==> src/inc/tsl_params_params.svh <==
`ifndef TSL_PARAMS_PARAMS_SVH
`define TSL_PARAMS_PARAMS_SVH
// clock and timing, times in their own units
`define TSL_CLK_HZ        25000000
`define TSL_INIT_MS       400
`define TSL_CAL_MS        450
`define TSL_CAL_SPACE_MS  3
`define TSL_RECHECK_MS    2000
`define TSL_EE_DIV        16
// setups image
`define TSL_SIG           8'hD6
`define TSL_LEN           8
`define TSL_CRC_POLY      8'h07
`define TSL_DEF_SPACING   8'h03
`define TSL_DEF_ZERO      8'h00
// table byte positions
`define TSL_B_SPACING     0
`define TSL_B_GROUP_LO    1
`define TSL_B_CTRL        2
`define TSL_B_DRIFT_LO    3
`define TSL_B_DRIFT_HI    4
`define TSL_CTRL_SYNC     2
// eeprom opcodes, start bit first
`define TSL_OP_RD         3'h6
`define TSL_OP_WR         3'h5
`define TSL_OP_EWEN       10'h260
`define TSL_EE_LEN_RW     5'h12
`define TSL_EE_LEN_EWEN   5'h0A
// apb byte offsets
`define TSL_A_STATUS      8'h00
`define TSL_A_CMD         8'h04
`define TSL_A_IDX         8'h08
`define TSL_A_DATA        8'h0C
`define TSL_A_COMMIT      8'h10
// host command codes
`define TSL_CMD_STATUS    8'hC2
`define TSL_CMD_CLEAR     8'hC7
`endif

==> src/inc/tsl_pkg.sv <==
package tsl_pkg;
  typedef enum logic [1:0] {P_INIT, P_CAL, P_RUN} tsl_phase_t;
  typedef enum logic [2:0] {J_IDLE, J_RD, J_RDW, J_EVAL, J_EWEN, J_EWW, J_WR, J_WRW} tsl_job_t;
  typedef enum logic [1:0] {E_IDLE, E_SHIFT, E_GAP, E_BUSY} tsl_eng_t;
endpackage
==> src/hdl/tsl_loader.sv <==
// Our own choices: the APB register port and the placing of the registers.
`timescale 1ns/10ps
`include "tsl_params_params.svh"
module tsl_loader #(
  parameter int MS_CYCLES = `TSL_CLK_HZ / 1000
) (
  // clock and reset
  input  wire logic        clk_i,
  input  wire logic        rst_i,
  // apb slave
  input  wire logic        psel_i,
  input  wire logic        penable_i,
  input  wire logic        pwrite_i,
  input  wire logic [7:0]  paddr_i,
  input  wire logic [31:0] pwdata_i,
  output logic      [31:0] prdata_o,
  output logic             pready_o,
  output logic             pslverr_o,
  // straps
  input  wire logic        standalone_i,
  input  wire logic        eeprom_fitted_i,
  // serial eeprom
  output logic             ee_cs_o,
  output logic             ee_clk_o,
  output logic             ee_do_o,
  input  wire logic        eeprom_serial_data_in_i,
  // key path
  input  wire logic [9:0]  key_det_i,
  input  wire logic [79:0] key_sig_i,
  output logic      [9:0]  key_rep_o,
  // control outputs
  output logic             comms_ready_out_o,
  output logic      [9:0]  key_drift_low_option_o,
  output logic             sync_acquire_enable_o,
  output logic             calibrating_o,
  output logic             acquire_en_o
);
  import tsl_pkg::*;

  localparam int TW = 8 * `TSL_LEN;

  // one crc over the table bytes ahead of the crc byte
  function automatic logic [7:0] crc_tbl(input logic [TW-1:0] t);
    logic [7:0] c;
    c = 8'h00;
    for (int b = 0; b < `TSL_LEN - 1; b++) begin
      c = c ^ t[b*8 +: 8];
      for (int k = 0; k < 8; k++) begin
        c = c[7] ? ((c << 1) ^ `TSL_CRC_POLY) : (c << 1);
      end
    end
    return c;
  endfunction

  // image valid: crc byte equal to the signature skips the check
  function automatic logic tbl_ok(input logic [TW-1:0] t);
    logic [7:0] last;
    last = t[TW-8 +: 8];
    return (last == `TSL_SIG) || (last == crc_tbl(t));
  endfunction

  tsl_phase_t       phase_reg;
  tsl_job_t         job_reg;
  tsl_eng_t         eng_reg;
  logic [TW-1:0]    setup_reg, host_reg, eebuf_reg;
  logic [7:0]       sig_reg, idx_reg, rx_reg;
  logic [3:0]       addr_reg;
  logic             cap_reg, alone_reg, fit_reg;
  logic             loaded_reg, chk_reg, wr_pend_reg, due_reg;
  logic             rst_flag_reg, ee_err_reg, host_err_reg, arm_reg;
  logic [23:0]      tick_reg;
  logic [15:0]      ms_reg;
  logic [11:0]      rchk_reg;
  logic [3:0]       div_reg;
  logic [4:0]       cnt_reg;
  logic [17:0]      tx_reg;
  logic             wait_reg, done_reg;
  logic             go;
  logic [17:0]      go_word;
  logic [4:0]       go_len;
  logic             go_wait;

  // apb decode; pready is a flop so every transfer has one wait state
  wire        acc     = psel_i & penable_i;
  wire        fire    = acc & pready_o;
  wire        wr      = fire & pwrite_i;
  wire        a_st    = (paddr_i == `TSL_A_STATUS);
  wire        a_cmd   = (paddr_i == `TSL_A_CMD);
  wire        a_idx   = (paddr_i == `TSL_A_IDX);
  wire        a_dat   = (paddr_i == `TSL_A_DATA);
  wire        a_com   = (paddr_i == `TSL_A_COMMIT);
  wire        mapped  = a_st | a_cmd | a_idx | a_dat | a_com;
  wire [2:0]  bidx    = idx_reg[2:0];
  wire        host_ok = tbl_ok(host_reg);
  wire        commit  = wr & a_com;
  wire        nee     = alone_reg & ~fit_reg;
  wire [7:0]  status  = {fit_reg, host_err_reg, job_reg != J_IDLE, acquire_en_o,
                         calibrating_o, loaded_reg, ee_err_reg, rst_flag_reg};
  wire [31:0] rdata   = a_st  ? {24'h000000, status} :
                        a_idx ? {24'h000000, idx_reg} :
                        a_dat ? {24'h000000, setup_reg[bidx*8 +: 8]} : 32'h00000000;

  // apb answer flops
  always_ff @(posedge clk_i) begin
    if (rst_i) begin
      pready_o  <= 1'b0;
      prdata_o  <= 32'h00000000;
      pslverr_o <= 1'b0;
    end else begin
      pready_o  <= acc & ~pready_o;
      prdata_o  <= (acc & ~pready_o) ? rdata : prdata_o;
      pslverr_o <= acc & ~pready_o & ~mapped;
    end
  end

  // host side registers: index, setups buffer, status command pair
  always_ff @(posedge clk_i) begin
    if (rst_i) begin
      idx_reg      <= 8'h00;
      host_reg     <= '0;
      arm_reg      <= 1'b0;
      rst_flag_reg <= 1'b1;
      host_err_reg <= 1'b0;
    end else begin
      if (wr & a_idx) begin
        idx_reg <= pwdata_i[7:0];
      end
      if (wr & a_dat) begin
        host_reg[bidx*8 +: 8] <= pwdata_i[7:0];
        idx_reg               <= idx_reg + 8'h01;
      end
      if (wr & a_cmd) begin
        arm_reg <= (pwdata_i[7:0] == `TSL_CMD_STATUS);
      end
      if (wr & a_cmd & arm_reg & (pwdata_i[7:0] == `TSL_CMD_CLEAR)) begin
        rst_flag_reg <= 1'b0;
        host_err_reg <= 1'b0;
      end
      if (commit & ~host_ok) begin
        host_err_reg <= 1'b1;
      end
    end
  end

  // straps are caught on the first edge after reset release
  always_ff @(posedge clk_i) begin
    if (rst_i) begin
      cap_reg   <= 1'b0;
      alone_reg <= 1'b0;
      fit_reg   <= 1'b0;
    end else if (!cap_reg) begin
      cap_reg   <= 1'b1;
      alone_reg <= standalone_i;
      fit_reg   <= eeprom_fitted_i;
    end
  end

  // millisecond tick, phase timer and recheck timer
  wire        ms_tick = (tick_reg == 24'(MS_CYCLES - 1));
  wire [15:0] cal_ms  = 16'(setup_reg[`TSL_B_SPACING*8 +: 8] * (`TSL_CAL_MS / `TSL_CAL_SPACE_MS));
  always_ff @(posedge clk_i) begin
    if (rst_i) begin
      tick_reg  <= 24'h000000;
      ms_reg    <= 16'h0000;
      rchk_reg  <= 12'h000;
      phase_reg <= P_INIT;
      due_reg   <= 1'b0;
    end else begin
      tick_reg <= ms_tick ? 24'h000000 : tick_reg + 24'h000001;
      if (ms_tick) begin
        ms_reg <= ms_reg + 16'h0001;
      end
      unique case (phase_reg)
        P_INIT: if (loaded_reg && ms_reg >= 16'(`TSL_INIT_MS)) begin
          phase_reg <= P_CAL;
          ms_reg    <= 16'h0000;
        end
        P_CAL: if (ms_reg >= cal_ms) begin
          phase_reg <= P_RUN;
        end
        P_RUN: if (ms_tick) begin
          // the check may wait behind an eeprom write, so it is latched
          rchk_reg <= (rchk_reg == 12'(`TSL_RECHECK_MS - 1)) ? 12'h000 : rchk_reg + 12'h001;
          if (rchk_reg == 12'(`TSL_RECHECK_MS - 1)) begin
            due_reg <= fit_reg; // nothing to recheck without a memory
          end
        end
      endcase
      if (job_reg == J_IDLE && due_reg && !wr_pend_reg) begin
        due_reg <= 1'b0;
      end
    end
  end

  // eeprom job sequencer: load, periodic check, host image write
  always_ff @(posedge clk_i) begin
    if (rst_i) begin
      job_reg     <= J_IDLE;
      setup_reg   <= '0;
      eebuf_reg   <= '0;
      sig_reg     <= 8'h00;
      addr_reg    <= 4'h0;
      loaded_reg  <= 1'b0;
      chk_reg     <= 1'b0;
      ee_err_reg  <= 1'b0;
      wr_pend_reg <= 1'b0;
    end else begin
      if (commit & host_ok) begin
        setup_reg <= host_reg;
        if (fit_reg) begin
          wr_pend_reg <= 1'b1;
        end
      end
      unique case (job_reg)
        J_IDLE: if (cap_reg) begin
          if (!loaded_reg && !fit_reg) begin
            setup_reg               <= '0;
            setup_reg[7:0]          <= `TSL_DEF_SPACING;
            loaded_reg              <= 1'b1;
          end else if (!loaded_reg || (due_reg && !wr_pend_reg)) begin
            chk_reg  <= loaded_reg;
            addr_reg <= 4'h0;
            job_reg  <= J_RD;
          end else if (wr_pend_reg && !(commit & host_ok)) begin
            wr_pend_reg <= 1'b0;
            job_reg     <= J_EWEN;
          end
        end
        J_RD: job_reg <= J_RDW;
        J_RDW: if (done_reg) begin
          if (addr_reg == 4'h0) begin
            sig_reg <= rx_reg;
          end else begin
            eebuf_reg[(addr_reg - 4'h1)*8 +: 8] <= rx_reg;
          end
          addr_reg <= addr_reg + 4'h1;
          job_reg  <= (addr_reg == 4'(`TSL_LEN)) ? J_EVAL : J_RD;
        end
        J_EVAL: begin
          job_reg <= J_IDLE;
          if (sig_reg != `TSL_SIG || !tbl_ok(eebuf_reg)) begin
            ee_err_reg <= 1'b1;
            if (!chk_reg) begin
              setup_reg      <= '0;
              setup_reg[7:0] <= `TSL_DEF_SPACING;
            end
          end else if (!chk_reg) begin
            setup_reg <= eebuf_reg;
          end
          loaded_reg <= 1'b1;
        end
        J_EWEN: job_reg <= J_EWW;
        J_EWW: if (done_reg) begin
          addr_reg <= 4'h0;
          job_reg  <= J_WR;
        end
        J_WR: job_reg <= J_WRW;
        J_WRW: if (done_reg) begin
          addr_reg <= addr_reg + 4'h1;
          job_reg  <= (addr_reg == 4'(`TSL_LEN)) ? J_IDLE : J_WR;
        end
      endcase
    end
  end

  // engine requests: signature at address zero, table after it
  wire [7:0] wr_byte = (addr_reg == 4'h0) ? `TSL_SIG : host_reg[(addr_reg - 4'h1)*8 +: 8];
  assign go      = (job_reg == J_RD) | (job_reg == J_EWEN) | (job_reg == J_WR);
  assign go_word = (job_reg == J_RD)   ? {`TSL_OP_RD, 3'h0, addr_reg, 8'h00} :
                   (job_reg == J_EWEN) ? {`TSL_OP_EWEN, 8'h00} :
                   {`TSL_OP_WR, 3'h0, addr_reg, wr_byte};
  assign go_len  = (job_reg == J_EWEN) ? `TSL_EE_LEN_EWEN : `TSL_EE_LEN_RW;
  assign go_wait = (job_reg == J_WR);

  // serial engine: data out changes on the falling clock, in on the rising
  wire ee_tick = (div_reg == 4'(`TSL_EE_DIV - 1));
  always_ff @(posedge clk_i) begin
    if (rst_i) begin
      eng_reg  <= E_IDLE;
      div_reg  <= 4'h0;
      cnt_reg  <= 5'h00;
      tx_reg   <= 18'h00000;
      rx_reg   <= 8'h00;
      wait_reg <= 1'b0;
      done_reg <= 1'b0;
      ee_cs_o  <= 1'b0;
      ee_clk_o <= 1'b0;
      ee_do_o  <= 1'b0;
    end else begin
      div_reg  <= ee_tick ? 4'h0 : div_reg + 4'h1;
      done_reg <= 1'b0;
      unique case (eng_reg)
        E_IDLE: if (go) begin
          eng_reg  <= E_SHIFT;
          tx_reg   <= go_word;
          ee_do_o  <= go_word[17];
          cnt_reg  <= go_len;
          wait_reg <= go_wait;
          ee_cs_o  <= 1'b1;
        end
        E_SHIFT: if (ee_tick) begin
          ee_clk_o <= ~ee_clk_o;
          if (!ee_clk_o) begin
            rx_reg <= {rx_reg[6:0], eeprom_serial_data_in_i};
          end else begin
            tx_reg  <= {tx_reg[16:0], 1'b0};
            ee_do_o <= tx_reg[16];
            cnt_reg <= cnt_reg - 5'h01;
            if (cnt_reg == 5'h01) begin
              eng_reg <= E_GAP;
            end
          end
        end
        E_GAP: if (ee_tick) begin
          ee_cs_o <= 1'b0;
          ee_do_o <= 1'b0;
          eng_reg <= wait_reg ? E_BUSY : E_IDLE;
          done_reg <= !wait_reg;
        end
        E_BUSY: if (ee_tick) begin
          // high data-in while selected marks the write as finished
          ee_cs_o <= 1'b1;
          if (ee_cs_o && eeprom_serial_data_in_i) begin
            ee_cs_o  <= 1'b0;
            eng_reg  <= E_IDLE;
            done_reg <= 1'b1;
          end
        end
      endcase
    end
  end

  // adjacent group: only the strongest detecting member reports
  logic [9:0] grp_mask, rep;
  logic [7:0] best;
  logic [3:0] win;
  logic       any;
  always_comb begin
    grp_mask = {setup_reg[`TSL_B_CTRL*8 +: 2], setup_reg[`TSL_B_GROUP_LO*8 +: 8]};
    best     = 8'h00;
    win      = 4'h0;
    any      = 1'b0;
    for (int i = 0; i < 10; i++) begin
      if (grp_mask[i] && key_det_i[i] && (!any || key_sig_i[i*8 +: 8] > best)) begin
        best = key_sig_i[i*8 +: 8];
        win  = 4'(i);
        any  = 1'b1;
      end
    end
    rep = key_det_i & ~grp_mask;
    if (any) begin
      rep[win] = 1'b1;
    end
  end

  // control outputs; standalone without eeprom forces its own defaults
  always_ff @(posedge clk_i) begin
    if (rst_i) begin
      key_rep_o              <= 10'h000;
      comms_ready_out_o      <= 1'b0;
      key_drift_low_option_o <= 10'h000;
      sync_acquire_enable_o  <= 1'b0;
      calibrating_o          <= 1'b0;
      acquire_en_o           <= 1'b0;
    end else begin
      key_rep_o              <= (phase_reg == P_RUN) ? rep : 10'h000;
      comms_ready_out_o      <= loaded_reg & ~nee;
      key_drift_low_option_o <= nee ? 10'h3FF :
        {setup_reg[`TSL_B_DRIFT_HI*8 +: 2], setup_reg[`TSL_B_DRIFT_LO*8 +: 8]};
      sync_acquire_enable_o  <= nee | setup_reg[`TSL_B_CTRL*8 + `TSL_CTRL_SYNC];
      calibrating_o          <= (phase_reg == P_CAL);
      acquire_en_o           <= (phase_reg != P_INIT);
    end
  end

endmodule // tsl_loader

==> config.mk <==
export PLATFORM = sky130hd
export DESIGN_NAME = tsl_loader
export DESIGN_NICKNAME = d
export VERILOG_FILES = /design/src/inc/tsl_pkg.sv /design/src/hdl/tsl_loader.sv
export VERILOG_INCLUDE_DIRS = /design/src /design/src/inc
export SDC_FILE = /design/constraint.sdc
export NUM_CORES = 1
export LEC_CHECK = 0
export BUFFER_PORTS_ARGS = -buffer_cell sky130_fd_sc_hd__buf_2
export CAP_MARGIN = 20
export CORE_MARGIN = 1
export CORE_UTILIZATION = 61
export DETAILED_ROUTE_END_ITERATION = 10
export HOLD_SLACK_MARGIN = 0.08
export PLACE_DENSITY = 0.9
export SLEW_MARGIN = 40
export SYNTH_ARGS = -nofsm -noshare
export SYNTH_HDL_FRONTEND = slang
export SYNTH_SLANG_ARGS = --single-unit
==> constraint.sdc <==
create_clock -name clk_i -period 24.9 [get_ports clk_i]
set_input_delay 3.735 -clock clk_i [delete_from_list [all_inputs] [get_ports clk_i]]
set_output_delay 3.735 -clock clk_i [all_outputs]
set_load 0.02 [all_outputs]
* After elaboration in Yosys (flattened, before gate mapping)
Index checks and enable logic that the tools add are counted.
** Operators by class
- Add/sub/neg operators :: 10
- Multipliers :: 1
- $lt $le $gt $ge :: 13
- Equal/unequal tests :: 46
- Shift operators :: 6
- Multiplexer cells :: 228
- Bitwise gates (word level) :: 158
- Reductions and logical operators :: 92
** Operators with widths (count)
- 2-to-1 mux 64 bit :: 6
- 2-to-1 mux 3 bit :: 120
- inverter 3 bit :: 112
- bitwise mux 64 bit :: 2
- one-hot mux 64 bit (2 select lines) :: 1
- variable shift 8 x 34 -> 64 bit (first input constant) :: 2
- variable part select 8 x 34 -> 64 bit :: 2
- 2-to-1 mux 8 bit :: 15
- XOR 8 bit :: 12
- > comparator 8 bit :: 9
- 2-to-1 mux 17 bit :: 4
- 2-to-1 mux 16 bit :: 4
- variable part select 64 x 33 -> 8 bit :: 1
- variable part select 64 x 7 -> 8 bit :: 1
- 2-to-1 mux 4 bit :: 13
- 2-to-1 mux 1 bit :: 34
- negation 32 -> 34 bit :: 1
- negation 6 -> 34 bit :: 1
- one-hot mux 17 bit (2 select lines) :: 1
- == test 8 bit (second input constant) :: 4
- inequality test 2 bit (second input constant) :: 14
- logical AND 1 bit :: 27
- adder 24 x 1 -> 24 bit (second input constant) :: 1
- == test 24 x 15 -> 1 bit (second input constant) :: 1
- other kinds (59) :: 166
** Word-level totals
- Register bits :: 379
- Input port bits :: 138
- Output and inout bits :: 61
- Word-level logic and storage cells :: 595

* Depth between registers and ports, before layout
- Depth in word-level cells :: 128
- Gate-level depth with buffers :: 100
- Gate-level depth less buffers :: 93

* Worst setup path after synthesis
No wires, ideal clock.
- Path kind :: input-to-reg
- Start :: input key_det_i[0]
- End :: register key_rep_o[5]
- Setup time :: 70 ps
- Arrival time :: 20603 ps
- Data required time :: 24830 ps
- Path slack :: 4227 ps
- Stages :: 96
- Buffers on the path :: 9
- Cell sequence :: and2_1 clkbuf_1 nand2_1 ha_1 nor2b_1 o21a_1 o21ai_0 a21oi_1 o22a_1 a21oi_1 clkbuf_1 a22oi_1 ha_1 a21o_1 a21o_1 a21o_1 o22ai_1 a21oi_1 [60 not listed] nand2b_1 a21oi_1 o21ai_0 a32oi_1 nor2_1 mux2_2 ha_1 nand3_1 nor2_1 a211o_1 a21oi_1 o21ai_0 a21oi_1 nor2_1 or3_1 nor4b_1 a21bo_2 a21oi_1
** On the way
- Cells in the longest elaborated chain, start to end :: 44
- Elaborated cells on any way between the ends :: 72
- Those cells by class :: order compare: 11; mux: 31; bitwise: 1; reduce/logical: 29
** Ends and longest elaborated chain
- start, declared :: line tsl_loader.sv:28 : input wire logic [9:0] key_det_i,
- logical AND 1 bit (*) :: line tsl_loader.sv:344 : if (grp_mask[i] && key_det_i[i] && (!any || key_sig_i[i*8 +: 8] > best)) begin
- 2-to-1 mux 8 bit / 2-to-1 mux 1 bit (equally long branches) :: line tsl_loader.sv:344
- > comparator 8 bit / logical NOT 1 bit (equally long branches) :: line tsl_loader.sv:344
- logical OR 1 bit :: line tsl_loader.sv:344
- logical AND 1 bit :: line tsl_loader.sv:344
- 2-to-1 mux 8 bit / 2-to-1 mux 1 bit (equally long branches) :: line tsl_loader.sv:344
- > comparator 8 bit / logical NOT 1 bit (equally long branches) :: line tsl_loader.sv:344
- logical OR 1 bit :: line tsl_loader.sv:344
- [28 not listed]
- logical AND 1 bit :: line tsl_loader.sv:344
- 2-to-1 mux 4 bit :: line tsl_loader.sv:344
- less-than comparator 4 x 5 -> 1 bit (implied by the code) / >= comparator 4 x 1 -> 1 bit (equally long branches) :: line tsl_loader.sv:352 : rep[win] = 1'b1;
- logical AND 1 bit (implied by the code) :: line tsl_loader.sv:352
- 2-to-1 mux 1 bit (implied by the code) :: line tsl_loader.sv:352
- demux 1 bit (select 4 bit) :: line tsl_loader.sv:352
- bitwise OR 10 bit (no line)
- 2-to-1 mux 10 bit (*) :: line tsl_loader.sv:351 : if (any) begin
- end signal, assigned :: line tsl_loader.sv:366 : key_rep_o <= (phase_reg == P_RUN) ? rep : 10'h000;
- end, declared :: line tsl_loader.sv:30 : output logic [9:0] key_rep_o,
Mark *: on every way between the ends. The rest lies on a longest branch, timed or not.
A chain may end at the register's enable or synchronous reset.

* Worst setup path after layout
Ends and elaborated chain as after synthesis.

==> reports/qor.yml <==
cts_tree: "yes"
arrival_ns: 22.93
synth.area.mux_share_pct: 6.05
avgSynthCellArea_um2: 8.81
area.growth.synth_to_final_pct: 9.26
dp.final_hpwl_mm: 53.8
max-vdd-ir-drop_mv: 0.0394
grt_max_degree: 104
max_freq_mhz: 44.6
synth_xor_area_share_pct: 16.2
synth_top_area_share_pct: 30.0
hold_violations: 0
syn_inst: 2691
synth.area.top_cells: "dfxtp_1 (30%), ha_1 (7.5%), xnor2_1 (5.2%)"
synthFlopType: "dfxtp_1"
insertion_delay_ns: 0.58
combPwrFrac_pct: 7.4
cpMostUsedCell: "a21oi_1"
fin_cells: 3305
cp-start-kind: "input port"
finalSetupTns_ns: 0
yosysSeqAreaShare_pct: 30.0
power_mw: 1.26
wl_per_cell_um: 21.9
ant_nets: 0
gp_congestion: 1.01
p_per_area_nw_per_um2: 48.7
switching_share_pct: 25.1
postSynth.asyncResetShare_pct: 0
port_buffers: 150
worst_setup_path_end_kind: "flip-flop"
fin_area_um2: 25900
leakagePower_nw: 10.8
die_w_um: 199
synth_warnings: 0
p_sw_mw: 0.317
clock-skew-final_ns: 0.0203
synth-simple-area-share_pct: 19.9
cts_sinks: 355
slowest_delay_ns: 0.52
diodes: 0
drtIter0Drc: 2371
vias_per_cell: 6.49
crit_family: "compound AO/OA/AOI/OAI gates"
grt.overflow.total: 0
rsz0062_at_grt: "false"
grt_usage_pct: 36.0
synth_top_family_by_area: "simple AND/OR/NAND/NOR gates"
drive_above_1_share_pct: 12.2
post_dp_cell_area_um2: 24600
num_vias: 21500
worst_pin_slew_ns: 0.894
hold_buffers: 0
worst-path-buf-inv: 5
syn_area_um2: 23700
path_class: "input port to flip-flop"
clockBufferDepth: 3
die_y_um: 199
grt_pass1_wl_mm: 111
worstPathMaxFanout: 16
grt_pass1_vias: 20800
fp.coreArea_um2: 37900
fin_crit_sh_pct: 90.1
cts_made_buffers: 39
io_pins: 199
drt_wl_total_mm: 72.5
synth_compound_area_share_pct: 14.7
fin_ws_ns: 2.47
synth_area_leader_cell: "dfxtp_1"
intPower_mw: 0.944
synth_fa_ha_area_share_pct: 8.13
dp_cells: 3236
post-cts-setup-buffer-count: 0
slowest_stage: "a21oi_2"
power.share.clock_pct: 46.6
post_cts_resized: 0
root_buffer: "clkbuf_16"
initial_utilization_pct: 62.5
status: "completed"
synth_cell_types: 86
setup_violations: 0
ys_ff_latch: 355
num_rows: 71
dp_slack_ns: 1.94
die-area_um2: 39700
slew_headroom_pct: 39.9
finalCriticalPeriod_ns: 22.43
required_ns: 25.40
drt_first_pass_iters: 7
synth_edf_count: 0
maxCapViolCount: 0
utilization_pct: 68.3
hp-class: "flip-flop to flip-flop"
p_seq_share_pct: 46.0
drc_errors: 0
slew_violations: 0
clk_pin_slew_ns: 0.06
cts_max_level: 2
antenna_found_initial: 0
nNetsFinal: 3054
fin_hold_ws_ns: 0.474
==> routing by layer <==
layer / global-route usage (%) / vias up / part of all wire (%)
met5: 0 / - / 0
met3: 7.71 / 356 / 11
li1: - / 9616 / -
met2: 59.1 / 1317 / 45
met4: 25.9 / 0 / 7.6
met1: 41.6 / 10200 / 36
==> power groups by stage <==
stage          Clock (mW)  Sequential (mW)  Combinational (mW)
2_1_floorplan           0            0.590              0.0621
3_3_place_gp            0            0.592              0.0844
3_5_place_dp            0            0.593              0.0895
4_1_cts             0.587            0.580              0.0907
5_1_grt             0.608            0.581               0.103
6_report            0.587            0.580              0.0935
==> path summary, 6_finish.rpt <==
path	cells after the start	slack [ns]	startpoint	end
setup / recovery	93	2.47	key_det_i[0]	key_rep_o[5]$_SDFF_PP0_
hold / removal	2	0.47	arm_reg$_SDFFE_PP0P_	arm_reg$_SDFFE_PP0P_
setup reg to reg	92	5.25	setup_reg[8]$_SDFF_PP0_	key_rep_o[5]$_SDFF_PP0_
hold reg to reg	2	0.47	arm_reg$_SDFFE_PP0P_	arm_reg$_SDFFE_PP0P_
==> worst register-to-register path, delay by kind of cell (launching register included) <==
family	cells	cell delay [ns]
AO/OA/AOI/OAI	55	11.08
AND/OR/NAND/NOR	21	3.49
buffers and inverters	4	0.85
multiplexers	3	1.18
adder cells (fa/ha/maj)	9	2.55
flip-flops	1	0.46
==> logic make-up (layout without fill, tap and decap cells) <==
kind of cell,count (synthesis),count (layout)
flops,355,355
xor+xnor,307,307
simple gates,986,986
compound gates,521,521
fa+ha+maj,150,150
buf+inv,270,350
mux,101,101
other cells,1,24
==> cells in the final DEF, fill, tap and decap left out, types with 20 or more instances in the layout <==
| master | n |
|---|---|
| nand2_1 | 280 |
| clkbuf_16 | 40 |
| mux2i_1 | 51 |
| a22oi_1 | 21 |
| o21a_1 | 24 |
| nor2b_1 | 23 |
| ha_1 | 143 |
| xnor2_1 | 142 |
| xor2_1 | 78 |
| conb_1 | 24 |
| nand4_1 | 33 |
| xnor3_1 | 48 |
| nor2_1 | 264 |
| dfxtp_1 | 353 |
| nor3_1 | 44 |
| buf_2 | 149 |
| a221o_1 | 68 |
| a21o_1 | 28 |
| and2_1 | 79 |
| nand3_1 | 121 |
| nand2b_1 | 28 |
| or3_1 | 20 |
| and3_1 | 25 |
| a21oi_1 | 197 |
| inv_1 | 112 |
| o21ai_0 | 64 |
| a31oi_1 | 21 |
| mux4_2 | 32 |
==> cell usage after synthesis, drive strengths merged, types with 57 or more instances <==
| cell type | instances |
|---|---|
| xor2 | 79 |
| nand2 | 281 |
| nor2 | 267 |
| clkbuf | 103 |
| and2 | 79 |
| xnor3 | 57 |
| o21ai | 67 |
| xnor2 | 154 |
| a221o | 68 |
| nand3 | 121 |
| ha | 143 |
| dfxtp | 355 |
| inv | 113 |
| a21oi | 200 |
==> area by class of cell <==
class | instances | area [um2]
Clock buffer | 51 | 1110
Clock inverter | 18 | 176
Fill cell | 2771 | 12000
Inverter | 113 | 424
Multi-Input combinational cell | 2089 | 15600
Sequential cell | 355 | 7110
Tap cell | 511 | 639
Timing Repair Buffer | 168 | 900
(Power assumes the default switching activity.)
